$ cat src/logic/dsm_consts.svh
`ifndef DSM_CONSTS_SVH
`define DSM_CONSTS_SVH

// register byte offsets on the module bus (16-bit words)
`define DSM_OFF_CONFIG   5'h00
`define DSM_OFF_IRQ      5'h04
`define DSM_OFF_PDATA    5'h14
`define DSM_OFF_PINCFG   5'h16

// module configuration word fields
`define DSM_CFG_STOP_BIT 15
`define DSM_CFG_FREEZE_HALT_BIT_BIT 14
`define DSM_CFG_FREEZE_SPARE_BIT_BIT 13
`define DSM_CFG_ARBITRATION_NUMBER_MSB 3
`define DSM_CFG_ARBITRATION_NUMBER_LSB 0

// interrupt word fields: high byte levels, low byte vector
`define DSM_IRQ_SYNC_MSB  13
`define DSM_IRQ_SYNC_LSB  11
`define DSM_IRQ_ASYNC_MSB 10
`define DSM_IRQ_ASYNC_LSB 8

// reset values
`define DSM_RST_STOP   1'b1
`define DSM_RST_ARBITRATION_NUMBER   4'h0
`define DSM_RST_LEVEL  3'h0
`define DSM_RST_VECTOR 8'h0F
`define DSM_RST_PIN    8'h00

// pin indices of the eight port pins
`define DSM_PIN_MISO 0
`define DSM_PIN_MOSI 1
`define DSM_PIN_SCK  2
`define DSM_PIN_SS   3
`define DSM_PIN_TXD  7

// serial contention: index of the first arbitration bit sent
`define DSM_ARB_LAST 2'd3

`endif

$ cat src/logic/dsm_pkg.sv
package dsm_pkg;

  // interrupt arbitration states
  typedef enum logic [2:0] {
    DSM_ARB_IDLE    = 3'b001,
    DSM_ARB_CONTEND = 3'b010,
    DSM_ARB_VECTOR  = 3'b100
  } dsm_arb_state_type;

  // pin-side outputs of the synchronous serial engine
  typedef struct packed {
    logic       miso;
    logic       mosi;
    logic       sck;
    logic [3:0] pcs;
  } dsm_ser_out_type;

  // pin levels handed to the synchronous serial engine
  typedef struct packed {
    logic miso;
    logic mosi;
    logic sck;
    logic ss_n;
  } dsm_ser_in_type;

endpackage

$ cat src/logic/dsm_irq_arb.sv
`timescale 1ns/100ps
`include "dsm_consts.svh"

module dsm_irq_arb
  import dsm_pkg::*;
(
  // clock and reset
  input  wire logic       ref_clk,
  input  wire logic       nrst,
  // section requests and programming
  input  wire logic [2:0] sync_lvl,
  input  wire logic [2:0] async_lvl,
  input  wire logic       sync_req,
  input  wire logic       async_req,
  input  wire logic [7:1] vec_hi,
  input  wire logic [3:0] arbitration_number,
  // acknowledge cycle
  input  wire logic       iack,
  input  wire logic [2:0] mask,
  input  wire logic       arb_line_in,
  output logic      [7:1] irq_lines_r,
  output logic            arb_bit_r,
  output logic            arb_drive_r,
  output logic      [7:0] vec_data_r,
  output logic            vec_valid_r
);

  dsm_arb_state_type state_r, state_nxt;
  logic [1:0] cnt_r, cnt_nxt;
  logic       src_r, src_nxt;
  logic       bit_nxt, drive_nxt, valid_nxt;
  logic [7:0] vec_nxt;

  // level to request line, zero level drives nothing
  function automatic logic [7:1] lvl_line(input logic [2:0] lvl);
    lvl_line = 7'h00;
    if (lvl != 3'h0) begin
      lvl_line[lvl] = 1'b1;
    end
  endfunction

  // active requests, tie at equal level goes to the sync section
  wire       sync_act  = sync_req & (sync_lvl != 3'h0);
  wire       async_act = async_req & (async_lvl != 3'h0);
  wire       pick_sync = sync_act & (!async_act | (sync_lvl >= async_lvl));
  wire [2:0] pend_lvl  = pick_sync ? sync_lvl : (async_act ? async_lvl : 3'h0);
  wire       qualify   = iack & (pend_lvl > mask) & (arbitration_number != 4'h0);
  wire       lost      = !arb_bit_r & arb_line_in;
  wire [7:1] lines_nxt = lvl_line(sync_act ? sync_lvl : 3'h0)
                       | lvl_line(async_act ? async_lvl : 3'h0);

  // contention sequence, msb of the arbitration number first
  always_comb begin
    state_nxt = state_r;
    cnt_nxt   = cnt_r;
    src_nxt   = src_r;
    bit_nxt   = arb_bit_r;
    drive_nxt = arb_drive_r;
    valid_nxt = 1'b0;
    vec_nxt   = vec_data_r;
    unique case (state_r)
      DSM_ARB_IDLE: begin
        if (qualify) begin
          state_nxt = DSM_ARB_CONTEND;
          cnt_nxt   = `DSM_ARB_LAST;
          src_nxt   = pick_sync;
          bit_nxt   = arbitration_number[`DSM_ARB_LAST];
          drive_nxt = 1'b1;
        end
      end
      DSM_ARB_CONTEND: begin
        if (lost) begin
          state_nxt = DSM_ARB_IDLE;
          bit_nxt   = 1'b0;
          drive_nxt = 1'b0;
        end else if (cnt_r == 2'd0) begin
          state_nxt = DSM_ARB_VECTOR;
          bit_nxt   = 1'b0;
          drive_nxt = 1'b0;
          valid_nxt = 1'b1;
          vec_nxt   = {vec_hi, src_r};
        end else begin
          cnt_nxt = cnt_r - 2'd1;
          bit_nxt = arbitration_number[cnt_r - 2'd1];
        end
      end
      DSM_ARB_VECTOR: begin
        state_nxt = DSM_ARB_IDLE;
      end
      default: begin
        state_nxt = DSM_ARB_IDLE;
      end
    endcase
  end

  // state and outputs
  always_ff @(posedge ref_clk) begin
    if (!nrst) begin
      state_r     <= DSM_ARB_IDLE;
      cnt_r       <= 2'd0;
      src_r       <= 1'b0;
      arb_bit_r   <= 1'b0;
      arb_drive_r <= 1'b0;
      vec_valid_r <= 1'b0;
      vec_data_r  <= 8'h00;
      irq_lines_r <= 7'h00;
    end else begin
      state_r     <= state_nxt;
      cnt_r       <= cnt_nxt;
      src_r       <= src_nxt;
      arb_bit_r   <= bit_nxt;
      arb_drive_r <= drive_nxt;
      vec_valid_r <= valid_nxt;
      vec_data_r  <= vec_nxt;
      irq_lines_r <= lines_nxt;
    end
  end

  // checks
  a_irq_level_map: assert property (@(posedge ref_clk) disable iff (!nrst)
    sync_req && sync_lvl != 3'h0 |=> irq_lines_r[$past(sync_lvl)])
    else $error("sync request line not asserted at its level");
  a_tie_sync_first: assert property (@(posedge ref_clk) disable iff (!nrst)
    qualify && state_r == DSM_ARB_IDLE && sync_act && async_act && sync_lvl == async_lvl
    |=> src_r)
    else $error("async section won a tie");
  a_no_contend: assert property (@(posedge ref_clk) disable iff (!nrst)
    state_r == DSM_ARB_IDLE && iack && pend_lvl <= mask |=> !arb_drive_r)
    else $error("contended without a qualifying level");
  a_vector_win: assert property (@(posedge ref_clk) disable iff (!nrst)
    state_r == DSM_ARB_IDLE && qualify ##1 (!lost) [*4] |=> vec_valid_r && vec_data_r[0] == src_r)
    else $error("vector not driven after a won contention");
  c_vector_out: cover property (@(posedge ref_clk) disable iff (!nrst) vec_valid_r);
  c_lost_arb: cover property (@(posedge ref_clk) disable iff (!nrst)
    state_r == DSM_ARB_CONTEND && lost);

endmodule

$ cat src/logic/dsm_global_ctrl.sv
// Functional notes
// - stop bit gates module clock, config readable
// - writes to registers still valid during stop
// - stop set by write and by reset
// - freeze with halt bit halts at boundary
// - level field picks request line, zero disables
// - equal levels, sync section served first
// - contend only when level exceeds acknowledged mask
// - serial contention on nonzero arbitration number
// - vector upper bits from register, bit0 source
// - vector resets 0F, bit0 reads one
// - assignment bit picks serial or general pin
// - serial needs enable, slave data-out pin stays serial
// - direction bit zero input, one output
// - transmit enable forces transmit pin output
// - data writes drive outputs, reads show pins
// - data pin directions swap between master, slave
// - select0 direction picks fault input or output
// - selects one to three outputs only master
// - clock pin follows mode, ignores direction
// - unimplemented bits ignore writes, read zero
`timescale 1ns/100ps
`include "dsm_consts.svh"

module dsm_global_ctrl
  import dsm_pkg::*;
(
  // clock and reset
  input  wire logic            ref_clk,
  input  wire logic            nrst,
  // module bus register port
  input  wire logic [4:0]      bus_addr,
  input  wire logic            bus_wr,
  input  wire logic            bus_rd,
  input  wire logic [1:0]      bus_be,
  input  wire logic [15:0]     bus_wdata,
  output logic      [15:0]     bus_rdata_r,
  // module bus freeze and interrupt acknowledge
  input  wire logic            freeze,
  input  wire logic            iack,
  input  wire logic [2:0]      priority_mask,
  input  wire logic            arb_line_in,
  output logic                 arb_bit_r,
  output logic                 arb_drive_r,
  output logic      [7:1]      irq_lines_r,
  output logic      [7:0]      vec_data_r,
  output logic                 vec_valid_r,
  // serial engines
  input  wire logic            sync_irq_req,
  input  wire logic            async_irq_req,
  input  wire logic            master_mode,
  input  wire logic            sync_serial_enable,
  input  wire logic            tx_enable,
  input  wire logic            tx_data,
  input  wire dsm_ser_out_type ser_out,
  output dsm_ser_in_type       ser_in_r,
  output logic                 mode_fault_r,
  output logic                 clk_run_r,
  output logic                 halt_req_r,
  output logic                 queue_rd_ok_r,
  // port pins
  input  wire logic [7:0]      pin_in,
  output logic      [7:0]      pin_out_r,
  output logic      [7:0]      pin_oe_r
);

  // register state
  logic       stop_r, stop_nxt;
  logic       freeze_halt_bit_r, freeze_halt_bit_nxt;
  logic       freeze_spare_bit_r, freeze_spare_bit_nxt;
  logic [3:0] arbitration_number_r, arbitration_number_nxt;
  logic [2:0] sync_lvl_r, sync_lvl_nxt;
  logic [2:0] async_lvl_r, async_lvl_nxt;
  logic [7:1] vec_r, vec_nxt;
  logic [7:0] pin_assign_r, pin_assign_nxt;
  logic [7:0] pin_dir_r, pin_dir_nxt;
  logic [7:0] port_data_r, port_data_nxt;
  logic [15:0] rdata_nxt;
  logic [7:0]  pout_nxt;
  logic [7:0]  poe_nxt;
  logic [6:0]  own;
  dsm_ser_in_type ser_in_nxt;

  // word decode on address bits 4..1
  function automatic logic addr_hit(input logic [4:0] addr, input logic [4:0] off);
    addr_hit = (addr[4:1] == off[4:1]);
  endfunction

  // select a written byte lane or keep the old byte
  function automatic logic [7:0] lane(input logic we, input logic [7:0] wd,
                                      input logic [7:0] old);
    lane = we ? wd : old;
  endfunction

  // address decode and byte strobes
  wire sel_cfg    = addr_hit(bus_addr, `DSM_OFF_CONFIG);
  wire sel_irq    = addr_hit(bus_addr, `DSM_OFF_IRQ);
  wire sel_pdata  = addr_hit(bus_addr, `DSM_OFF_PDATA);
  wire sel_pincfg = addr_hit(bus_addr, `DSM_OFF_PINCFG);
  wire cfg_hi_we  = bus_wr & sel_cfg & bus_be[1];
  wire cfg_lo_we  = bus_wr & sel_cfg & bus_be[0];
  wire irq_hi_we  = bus_wr & sel_irq & bus_be[1];
  wire irq_lo_we  = bus_wr & sel_irq & bus_be[0];
  wire pd_lo_we   = bus_wr & sel_pdata & bus_be[0];
  wire pc_hi_we   = bus_wr & sel_pincfg & bus_be[1];
  wire pc_lo_we   = bus_wr & sel_pincfg & bus_be[0];

  // register next values; writes land whatever the stop state
  assign stop_nxt       = cfg_hi_we ? bus_wdata[`DSM_CFG_STOP_BIT] : stop_r;
  assign freeze_halt_bit_nxt       = cfg_hi_we ? bus_wdata[`DSM_CFG_FREEZE_HALT_BIT_BIT] : freeze_halt_bit_r;
  assign freeze_spare_bit_nxt       = cfg_hi_we ? bus_wdata[`DSM_CFG_FREEZE_SPARE_BIT_BIT] : freeze_spare_bit_r;
  assign arbitration_number_nxt       = cfg_lo_we ? bus_wdata[`DSM_CFG_ARBITRATION_NUMBER_MSB:`DSM_CFG_ARBITRATION_NUMBER_LSB] : arbitration_number_r;
  assign sync_lvl_nxt   = irq_hi_we ? bus_wdata[`DSM_IRQ_SYNC_MSB:`DSM_IRQ_SYNC_LSB]
                                    : sync_lvl_r;
  assign async_lvl_nxt  = irq_hi_we ? bus_wdata[`DSM_IRQ_ASYNC_MSB:`DSM_IRQ_ASYNC_LSB]
                                    : async_lvl_r;
  assign vec_nxt        = irq_lo_we ? bus_wdata[7:1] : vec_r;
  assign port_data_nxt  = lane(pd_lo_we, bus_wdata[7:0], port_data_r);
  assign pin_assign_nxt = lane(pc_hi_we, bus_wdata[15:8], pin_assign_r);
  assign pin_dir_nxt    = lane(pc_lo_we, bus_wdata[7:0], pin_dir_r);

  // read data; unused bits and unmapped words read zero
  always_comb begin
    rdata_nxt = 16'h0000;
    if (sel_cfg) begin
      rdata_nxt[`DSM_CFG_STOP_BIT] = stop_r;
      rdata_nxt[`DSM_CFG_FREEZE_HALT_BIT_BIT] = freeze_halt_bit_r;
      rdata_nxt[`DSM_CFG_FREEZE_SPARE_BIT_BIT] = freeze_spare_bit_r;
      rdata_nxt[`DSM_CFG_ARBITRATION_NUMBER_MSB:`DSM_CFG_ARBITRATION_NUMBER_LSB] = arbitration_number_r;
    end else if (sel_irq) begin
      rdata_nxt[`DSM_IRQ_SYNC_MSB:`DSM_IRQ_SYNC_LSB]   = sync_lvl_r;
      rdata_nxt[`DSM_IRQ_ASYNC_MSB:`DSM_IRQ_ASYNC_LSB] = async_lvl_r;
      rdata_nxt[7:0] = {vec_r, 1'b1};
    end else if (sel_pdata) begin
      rdata_nxt[7:0] = pin_in;
    end else if (sel_pincfg) begin
      rdata_nxt = {pin_assign_r, pin_dir_r};
    end
  end

  // serial ownership of pins 0..6; slave keeps the data-out pin regardless
  always_comb begin
    for (int i = 0; i < 7; i++) begin
      own[i] = pin_assign_r[i] & sync_serial_enable;
    end
    if (!master_mode) begin
      own[`DSM_PIN_MISO] = pin_assign_r[`DSM_PIN_MISO];
    end
  end

  // pin drive: general pins follow direction, serial pins follow mode
  always_comb begin
    pout_nxt = port_data_r;
    poe_nxt  = pin_dir_r;
    if (own[`DSM_PIN_MISO]) begin
      pout_nxt[0] = ser_out.miso;
      poe_nxt[0]  = !master_mode & pin_dir_r[0];
    end
    if (own[`DSM_PIN_MOSI]) begin
      pout_nxt[1] = ser_out.mosi;
      poe_nxt[1]  = master_mode & pin_dir_r[1];
    end
    if (own[`DSM_PIN_SCK]) begin
      pout_nxt[2] = ser_out.sck;
      poe_nxt[2]  = master_mode;
    end
    if (own[`DSM_PIN_SS]) begin
      pout_nxt[3] = ser_out.pcs[0];
      poe_nxt[3]  = master_mode & pin_dir_r[3];
    end
    for (int i = 4; i < 7; i++) begin
      if (own[i]) begin
        pout_nxt[i] = ser_out.pcs[i - 3];
        poe_nxt[i]  = master_mode & pin_dir_r[i];
      end
    end
    if (tx_enable) begin
      pout_nxt[`DSM_PIN_TXD] = tx_data;
      poe_nxt[`DSM_PIN_TXD]  = 1'b1;
    end
  end

  // inputs handed to the serial engine; disabled inputs read idle
  always_comb begin
    ser_in_nxt.miso = (master_mode & own[0] & !pin_dir_r[0]) ? pin_in[0] : 1'b0;
    ser_in_nxt.mosi = (!master_mode & own[1] & !pin_dir_r[1]) ? pin_in[1] : 1'b0;
    ser_in_nxt.sck  = (!master_mode & own[2]) ? pin_in[2] : 1'b0;
    ser_in_nxt.ss_n = (!master_mode & own[3] & !pin_dir_r[3]) ? pin_in[3] : 1'b1;
  end

  // an asserted low select input in master mode is a mode fault
  wire fault_nxt = master_mode & own[3] & !pin_dir_r[3] & !pin_in[3];

  // freeze halts the engine only with the halt bit; spare bit unused
  wire halt_nxt = freeze & freeze_halt_bit_r;

  // register file
  always_ff @(posedge ref_clk) begin
    if (!nrst) begin
      stop_r       <= `DSM_RST_STOP;
      freeze_halt_bit_r       <= 1'b0;
      freeze_spare_bit_r       <= 1'b0;
      arbitration_number_r       <= `DSM_RST_ARBITRATION_NUMBER;
      sync_lvl_r   <= `DSM_RST_LEVEL;
      async_lvl_r  <= `DSM_RST_LEVEL;
      vec_r        <= 7'(`DSM_RST_VECTOR >> 1);
      port_data_r  <= `DSM_RST_PIN;
      pin_assign_r <= `DSM_RST_PIN;
      pin_dir_r    <= `DSM_RST_PIN;
    end else begin
      stop_r       <= stop_nxt;
      freeze_halt_bit_r       <= freeze_halt_bit_nxt;
      freeze_spare_bit_r       <= freeze_spare_bit_nxt;
      arbitration_number_r       <= arbitration_number_nxt;
      sync_lvl_r   <= sync_lvl_nxt;
      async_lvl_r  <= async_lvl_nxt;
      vec_r        <= vec_nxt;
      port_data_r  <= port_data_nxt;
      pin_assign_r <= pin_assign_nxt;
      pin_dir_r    <= pin_dir_nxt;
    end
  end

  // bus read data and engine control outputs
  always_ff @(posedge ref_clk) begin
    if (!nrst) begin
      bus_rdata_r   <= 16'h0000;
      clk_run_r     <= 1'b0;
      queue_rd_ok_r <= 1'b0;
      halt_req_r    <= 1'b0;
    end else begin
      bus_rdata_r   <= bus_rd ? rdata_nxt : 16'h0000;
      clk_run_r     <= !stop_r;
      queue_rd_ok_r <= !stop_r;
      halt_req_r    <= halt_nxt;
    end
  end

  // pin and serial-input outputs
  always_ff @(posedge ref_clk) begin
    if (!nrst) begin
      pin_out_r    <= 8'h00;
      pin_oe_r     <= 8'h00;
      ser_in_r     <= 4'h1;
      mode_fault_r <= 1'b0;
    end else begin
      pin_out_r    <= pout_nxt;
      pin_oe_r     <= poe_nxt;
      ser_in_r     <= ser_in_nxt;
      mode_fault_r <= fault_nxt;
    end
  end

  // interrupt levels, arbitration and vector
  dsm_irq_arb u_arb (
    .ref_clk     (ref_clk),
    .nrst        (nrst),
    .sync_lvl    (sync_lvl_r),
    .async_lvl   (async_lvl_r),
    .sync_req    (sync_irq_req),
    .async_req   (async_irq_req),
    .vec_hi      (vec_r),
    .arbitration_number        (arbitration_number_r),
    .iack        (iack),
    .mask        (priority_mask),
    .arb_line_in (arb_line_in),
    .irq_lines_r (irq_lines_r),
    .arb_bit_r   (arb_bit_r),
    .arb_drive_r (arb_drive_r),
    .vec_data_r  (vec_data_r),
    .vec_valid_r (vec_valid_r)
  );

  // checks
  a_stop_after_reset: assert property (@(posedge ref_clk)
    $rose(nrst) ##1 !bus_wr |-> !clk_run_r)
    else $error("module not in stop after reset");
  a_stop_gate: assert property (@(posedge ref_clk) disable iff (!nrst)
    cfg_hi_we && bus_wdata[`DSM_CFG_STOP_BIT] |-> ##2 !clk_run_r && !queue_rd_ok_r)
    else $error("clock not gated after stop write");
  a_write_in_stop: assert property (@(posedge ref_clk) disable iff (!nrst)
    stop_r && irq_lo_we |=> vec_r == $past(bus_wdata[7:1]))
    else $error("vector write lost during stop");
  a_freeze_halt: assert property (@(posedge ref_clk) disable iff (!nrst)
    freeze && freeze_halt_bit_r |=> halt_req_r)
    else $error("freeze with halt bit did not request halt");
  a_freeze_spare: assert property (@(posedge ref_clk) disable iff (!nrst)
    !freeze_halt_bit_r |=> !halt_req_r)
    else $error("halt requested without halt bit");
  a_vec_bit0: assert property (@(posedge ref_clk) disable iff (!nrst)
    bus_rd && sel_irq |=> bus_rdata_r[0])
    else $error("vector bit0 read as zero");
  a_unused_zero: assert property (@(posedge ref_clk) disable iff (!nrst)
    bus_rd && sel_cfg |=> bus_rdata_r[12:4] == 9'h000)
    else $error("unimplemented config bits read nonzero");
  a_txd_force: assert property (@(posedge ref_clk) disable iff (!nrst)
    tx_enable |=> pin_oe_r[`DSM_PIN_TXD] && pin_out_r[`DSM_PIN_TXD] == $past(tx_data))
    else $error("transmit pin not forced to output");
  a_sck_mode: assert property (@(posedge ref_clk) disable iff (!nrst)
    own[`DSM_PIN_SCK] |=> pin_oe_r[`DSM_PIN_SCK] == $past(master_mode))
    else $error("clock pin direction does not follow mode");
  a_pin_read: assert property (@(posedge ref_clk) disable iff (!nrst)
    bus_rd && sel_pdata |=> bus_rdata_r[7:0] == $past(pin_in))
    else $error("port data read does not show pins");
  a_gpio_dir: assert property (@(posedge ref_clk) disable iff (!nrst)
    !pin_assign_r[1] |=> pin_oe_r[1] == $past(pin_dir_r[1]))
    else $error("general pin direction wrong");
  // pin ownership, select roles and request release
  a_assign_gpio: assert property (@(posedge ref_clk) disable iff (!nrst)
    !pin_assign_r[4] |=> pin_out_r[4] == $past(port_data_r[4]))
    else $error("general pin not driven from port data");
  a_master_enable: assert property (@(posedge ref_clk) disable iff (!nrst)
    master_mode && !sync_serial_enable |=> pin_out_r[1] == $past(port_data_r[1]))
    else $error("serial took a pin without enable in master mode");
  a_slave_miso: assert property (@(posedge ref_clk) disable iff (!nrst)
    !master_mode && pin_assign_r[0] && pin_dir_r[0]
    |=> pin_oe_r[0] && pin_out_r[0] == $past(ser_out.miso))
    else $error("slave data-out pin not driven by serial");
  a_select_fault: assert property (@(posedge ref_clk) disable iff (!nrst)
    master_mode && own[3] && !pin_dir_r[3] && !pin_in[3] |=> mode_fault_r)
    else $error("asserted select input gave no mode fault");
  a_slave_selects: assert property (@(posedge ref_clk) disable iff (!nrst)
    !master_mode && own[4] |=> !pin_oe_r[4])
    else $error("select output driven in slave mode");
  a_irq_release: assert property (@(posedge ref_clk) disable iff (!nrst)
    !sync_irq_req && !async_irq_req |=> irq_lines_r == 7'h00)
    else $error("request line held without a request");
  a_stop_reads: assert property (@(posedge ref_clk) disable iff (!nrst)
    stop_r && bus_rd && sel_cfg |=> bus_rdata_r[`DSM_CFG_STOP_BIT])
    else $error("config word not readable in stop");
  a_unused_irq: assert property (@(posedge ref_clk) disable iff (!nrst)
    bus_rd && sel_irq |=> bus_rdata_r[15:14] == 2'b00)
    else $error("unimplemented interrupt bits read nonzero");
  a_dir_input: assert property (@(posedge ref_clk) disable iff (!nrst)
    !pin_assign_r[5] && !pin_dir_r[5] |=> !pin_oe_r[5])
    else $error("input pin driven");
  c_stop_exit: cover property (@(posedge ref_clk) disable iff (!nrst) $rose(clk_run_r));
  c_mode_fault: cover property (@(posedge ref_clk) disable iff (!nrst) mode_fault_r);
  c_slave_miso: cover property (@(posedge ref_clk) disable iff (!nrst)
    !master_mode && own[0] && pin_oe_r[0]);

endmodule

$ cat config.mk
export PLATFORM = sky130hd
export DESIGN_NAME = dsm_global_ctrl
export DESIGN_NICKNAME = d
export VERILOG_FILES = /design/src/logic/dsm_pkg.sv /design/src/logic/dsm_irq_arb.sv /design/src/logic/dsm_global_ctrl.sv
export VERILOG_INCLUDE_DIRS = /design/src /design/src/logic
export SDC_FILE = /design/constraint.sdc
export NUM_CORES = 1
export LEC_CHECK = 0
export ABC_AREA = 1
export BUFFER_PORTS_ARGS = -buffer_cell sky130_fd_sc_hd__buf_2
export CAP_MARGIN = 20
export CORE_AREA = 2 2 103 105
export DETAILED_ROUTE_END_ITERATION = 12
export DIE_AREA = 0 0 105 107
export PLACE_DENSITY = 0.76
export SYNTH_ARGS = -nofsm -noshare
export SYNTH_HDL_FRONTEND = slang
export SYNTH_SLANG_ARGS = --single-unit
$ cat constraint.sdc
create_clock -name ref_clk -period 3.3 [get_ports ref_clk]
set_input_delay 0.66 -clock ref_clk [delete_from_list [all_inputs] [get_ports ref_clk]]
set_output_delay 0.66 -clock ref_clk [all_outputs]
set_load 0.01 [all_outputs]
==> impl_summary.md <==
Status
The flow ran to the end, and the final reports show no timing, DRC or antenna violations.

GRT
For met1 alone, demand over resource in global routing was 25.4%. The residual overflow from global routing is 0. The number of global-route vias before repair is 3728. The overall track demand over capacity in global routing is 20.0%. The number of antenna violations at the first check in global routing came to 0.

The layer flagged by global routing as most heavily used is met2. In the global route stage, met3 resource usage came out at 6.50%. The first global-routing pass estimated 17.9 mm of wire. Global routing used 33.1% of the available met2 tracks. The pin count of the biggest net entering global routing is 50.

Finish
The net count of the finished layout is 716. The library cell used most frequently in the layout, excluding fill and tap cells, is sky130_fd_sc_hd__buf_2. The repair_antennas step left the layout with diodes totalling 0. In the layout the commonest cells are sky130_fd_sc_hd__buf_2, sky130_fd_sc_hd__dfxtp_1, sky130_fd_sc_hd__nand2_1.

Compared with the post-synthesis result, the final layout area differs by 18.6%. Of the cells placed in the final design, the portion with a size suffix greater than 1 is 21.2%.

Critical path
The critical path goes through inv_1, ha_1, inv_1, nand2_1, nand2_1, nand2_1, nand2_1, nand2_1, nand2_1, inv_1, nand2_1, o21ai_0, ha_1, nand2_1, o21ai_0, nand3_1, inv_1, o21ai_0, nor2_1. STA classifies the critical path endpoint as a register. In this design, the critical path's most frequently occurring cell is sky130_fd_sc_hd__nand2_1. The critical path starts at sync_lvl_r[0].

By startpoint and endpoint, the worst setup path is classified as register to register. The master of the slowest instance on the critical path is sky130_fd_sc_hd__dfxtp_1. The reg-to-reg critical path startpoint is sync_lvl_r[0]. The delay of the slowest critical-path stage is 0.47 ns. The arrival time at the worst endpoint is 3.03 ns.

Data on the critical path is required at its endpoint by 3.61 ns. Counting both buffers and inverters, the worst setup path holds a total of 4. STA classifies the critical path startpoint as a register. The cell family contributing the most delay on the critical path is simple AND/OR/NAND/NOR gates. The maximum fanout along the worst path is 7.

Yosys
A synthesized cell averages 7.67 sq um. In the synthesized netlist, the number of instances is 554. The synthesized netlist contains 27 unique library cells. The synthesized design contains 107 register bits. The Yosys step of the flow raised 0 warnings.

After synthesis, flip-flops and latches occupy 50.4% of the total area. The synthesized net count is 615. The combined area of all synthesized cells is 4250 sq um.

Power
Summed over all cells, the static leakage comes to 2.30 nW. The peak supply drop is 222 uV. Overall power consumption after layout is estimated at 2.19 mW. The power density normalized to cell area is 435 nW/um^2.

STA
At the pin with the least slew margin, the transition time is 1.13 ns. The final-report setup violation count is 0. The clock skew after layout is 0.00789 ns. The number of pins exceeding their max-slew limit in the final report was 0.

Based on the critical path, the design can be clocked at up to 0.368 GHz. The tightest hold margin is 0.454 ns. The relative max-transition margin is 24.4%. Setup repair after global routing left no endpoint under its margin. The final critical-path share of the clock period is 82.4%. The post-layout minimum cycle time is 2.72 ns. The number of hold violations in the final report is 0. For the final routed database, the setup TNS stands at 0 ns.

Worst hold path
The type of the most critical hold path is register to register. The startpoint identified for the worst hold timing path is pin_dir_r[0].

Route
The detailed router finished its first iteration with 161 violations. The post-route DRC violation count is 0. The total length of routed wires is 11.0 mm. The vias per cell is 4.93.

Dividing the detail-routed wire length by the instance count gives 13.9 um. Summing over every cut layer, the via total after detailed routing is 3921. The remaining antenna violation count after routing is 0.

The first TritonRoute pass finished after 4 iterations.

Place
During placement, the flow inserted port buffers numbering 110. The half-perimeter wire length after placement is 8.44 mm. The final estimated routing congestion in global placement is 0.884.

CTS
The count of H-tree levels built during CTS is 3. The latest clock arrival within the worst-skew pair is 0.37 ns. TritonCTS created 9 clock buffers.

After clock tree synthesis, the repair step resized 0 gates. The root buffer cell chosen for the clock tree is sky130_fd_sc_hd__clkbuf_8. The TritonCTS sink count is 107. Once the clock tree was built, the setup fixing pass inserted 0 buffers. The clock tree from TritonCTS is done. The number of hold buffers added after CTS is 0. The maximum clock path buffer count is 2. The clock-pin slew on the worst setup and hold paths is 0.10 ns.

Floorplan
The core box area is 10100 sq um. During I/O placement, the number of pins put on the boundary was 112. The placement row count is 37.

The die outline height is 107 um. The die outline width is 105 um. The floorplan die area is 11200 sq um.

The initial cell density of the core is 42.1%.

Flow run
Across the run, the number of max-cap violations was 0.
## worst paths after layout
kind | end | slack (ns) | depth (start not counted)
worst min-delay path | ser_in_r[3] | 0.45 | 1
worst min register to register | ser_in_r[3] | 0.45 | 1
worst max-delay path | u_arb.src_r | 0.58 | 19
worst max register to register | u_arb.src_r | 0.58 | 19
## routing by layer
| metal | up-vias | share of wire (%) |
|---|---|---|
| li1 | 2001 | - |
| met1 | 1778 | 45 |
| met2 | 132 | 46 |
| met3 | 10 | 8.5 |
| met4 | 0 | 1.0 |
| met5 | - | 0 |
## cells in the mapped netlist
master | count | area (sq um)
sky130_fd_sc_hd__nand3_2 | 1 | 10.0
sky130_fd_sc_hd__nand4_1 | 3 | 18.8
sky130_fd_sc_hd__o21ai_1 | 7 | 35.0
sky130_fd_sc_hd__inv_2 | 3 | 11.3
sky130_fd_sc_hd__nor4_1 | 2 | 12.5
sky130_fd_sc_hd__nor3_1 | 5 | 25.0
sky130_fd_sc_hd__o211ai_1 | 1 | 7.51
sky130_fd_sc_hd__inv_4 | 1 | 6.26
sky130_fd_sc_hd__a21oi_1 | 77 | 385
sky130_fd_sc_hd__inv_1 | 74 | 278
sky130_fd_sc_hd__ha_1 | 7 | 87.6
sky130_fd_sc_hd__o221ai_1 | 1 | 8.76
sky130_fd_sc_hd__o22ai_1 | 3 | 18.8
sky130_fd_sc_hd__nor2_4 | 3 | 33.8
sky130_fd_sc_hd__nand2_1 | 88 | 330
sky130_fd_sc_hd__buf_4 | 2 | 15.0
sky130_fd_sc_hd__nand2_4 | 1 | 11.3
sky130_fd_sc_hd__nor2_1 | 42 | 158
sky130_fd_sc_hd__clkbuf_1 | 11 | 41.3
sky130_fd_sc_hd__buf_2 | 5 | 25.0
sky130_fd_sc_hd__nand2_2 | 4 | 25.0
sky130_fd_sc_hd__dfxtp_1 | 107 | 2140
sky130_fd_sc_hd__buf_6 | 3 | 33.8
sky130_fd_sc_hd__buf_1 | 1 | 3.75
sky130_fd_sc_hd__nand3_4 | 1 | 17.5
sky130_fd_sc_hd__o21ai_0 | 69 | 345
sky130_fd_sc_hd__nand3_1 | 32 | 160
## flip-flops by register name (all words and copies together) (netlist names), 2 cells and up
signal and count:
arbitration_number_r 4, pin_out_r 8, bus_rdata_r 16, vec_r 7, pin_assign_r 8, sync_lvl_r 3, pin_oe_r 8, u_arb.state_r 3
async_lvl_r 3, ser_in_r 4, u_arb.irq_lines_r 7, port_data_r 8, u_arb.vec_data_r 8, u_arb.cnt_r 2, pin_dir_r 8
## cell type report
| cell class | instances | area, sq um |
|---|---|---|
| sequential | 107 | 2140 |
| fill | 1067 | 5060 |
| clock inverter | 5 | 45.0 |
| multi-input combinational | 347 | 1690 |
| timing repair buffer | 112 | 566 |
| inverter | 78 | 295 |
| tap | 136 | 170 |
| clock buffer | 10 | 128 |
## metrics by stage
stage	setup slack, ns	cell area, sq um	util (%)	std cells
finish	0.582	5040	49.9	795
floorplan	1.01	4250	-	554
global route	0.271	5040	49.9	795
CTS	0.569	5040	49.9	795
global placement	0.661	4860	48.2	780
detailed placement	0.576	4860	48.2	780
## power breakdown
group / internal [mW] / total (mW) / switching [mW]
registers: 1.30 / 1.31 / 0.00551
clock network: 0.283 / 0.742 / 0.459
logic: 0.0487 / 0.142 / 0.0935
## worst reg2reg max path, delay by kind of cell (launching register included)
family                   cells  cell delay (ns)
AO/OA/AOI/OAI                3             0.38
buffers and inverters        4             0.39
adder cells (fa/ha/maj)      2             0.62
AND/OR/NAND/NOR             10             0.81
flip-flops                   1             0.47
## kinds of logic after synthesis
group,Yosys count,synth area share (%)
AND/OR/NAND/NOR,182,18.9
adder cells (fa/ha/maj),7,2.06
buffers and inverters,100,9.75
AO/OA/AOI/OAI,158,18.9
flip-flops,107,50.4
Power figures use the tool's default switching activity.
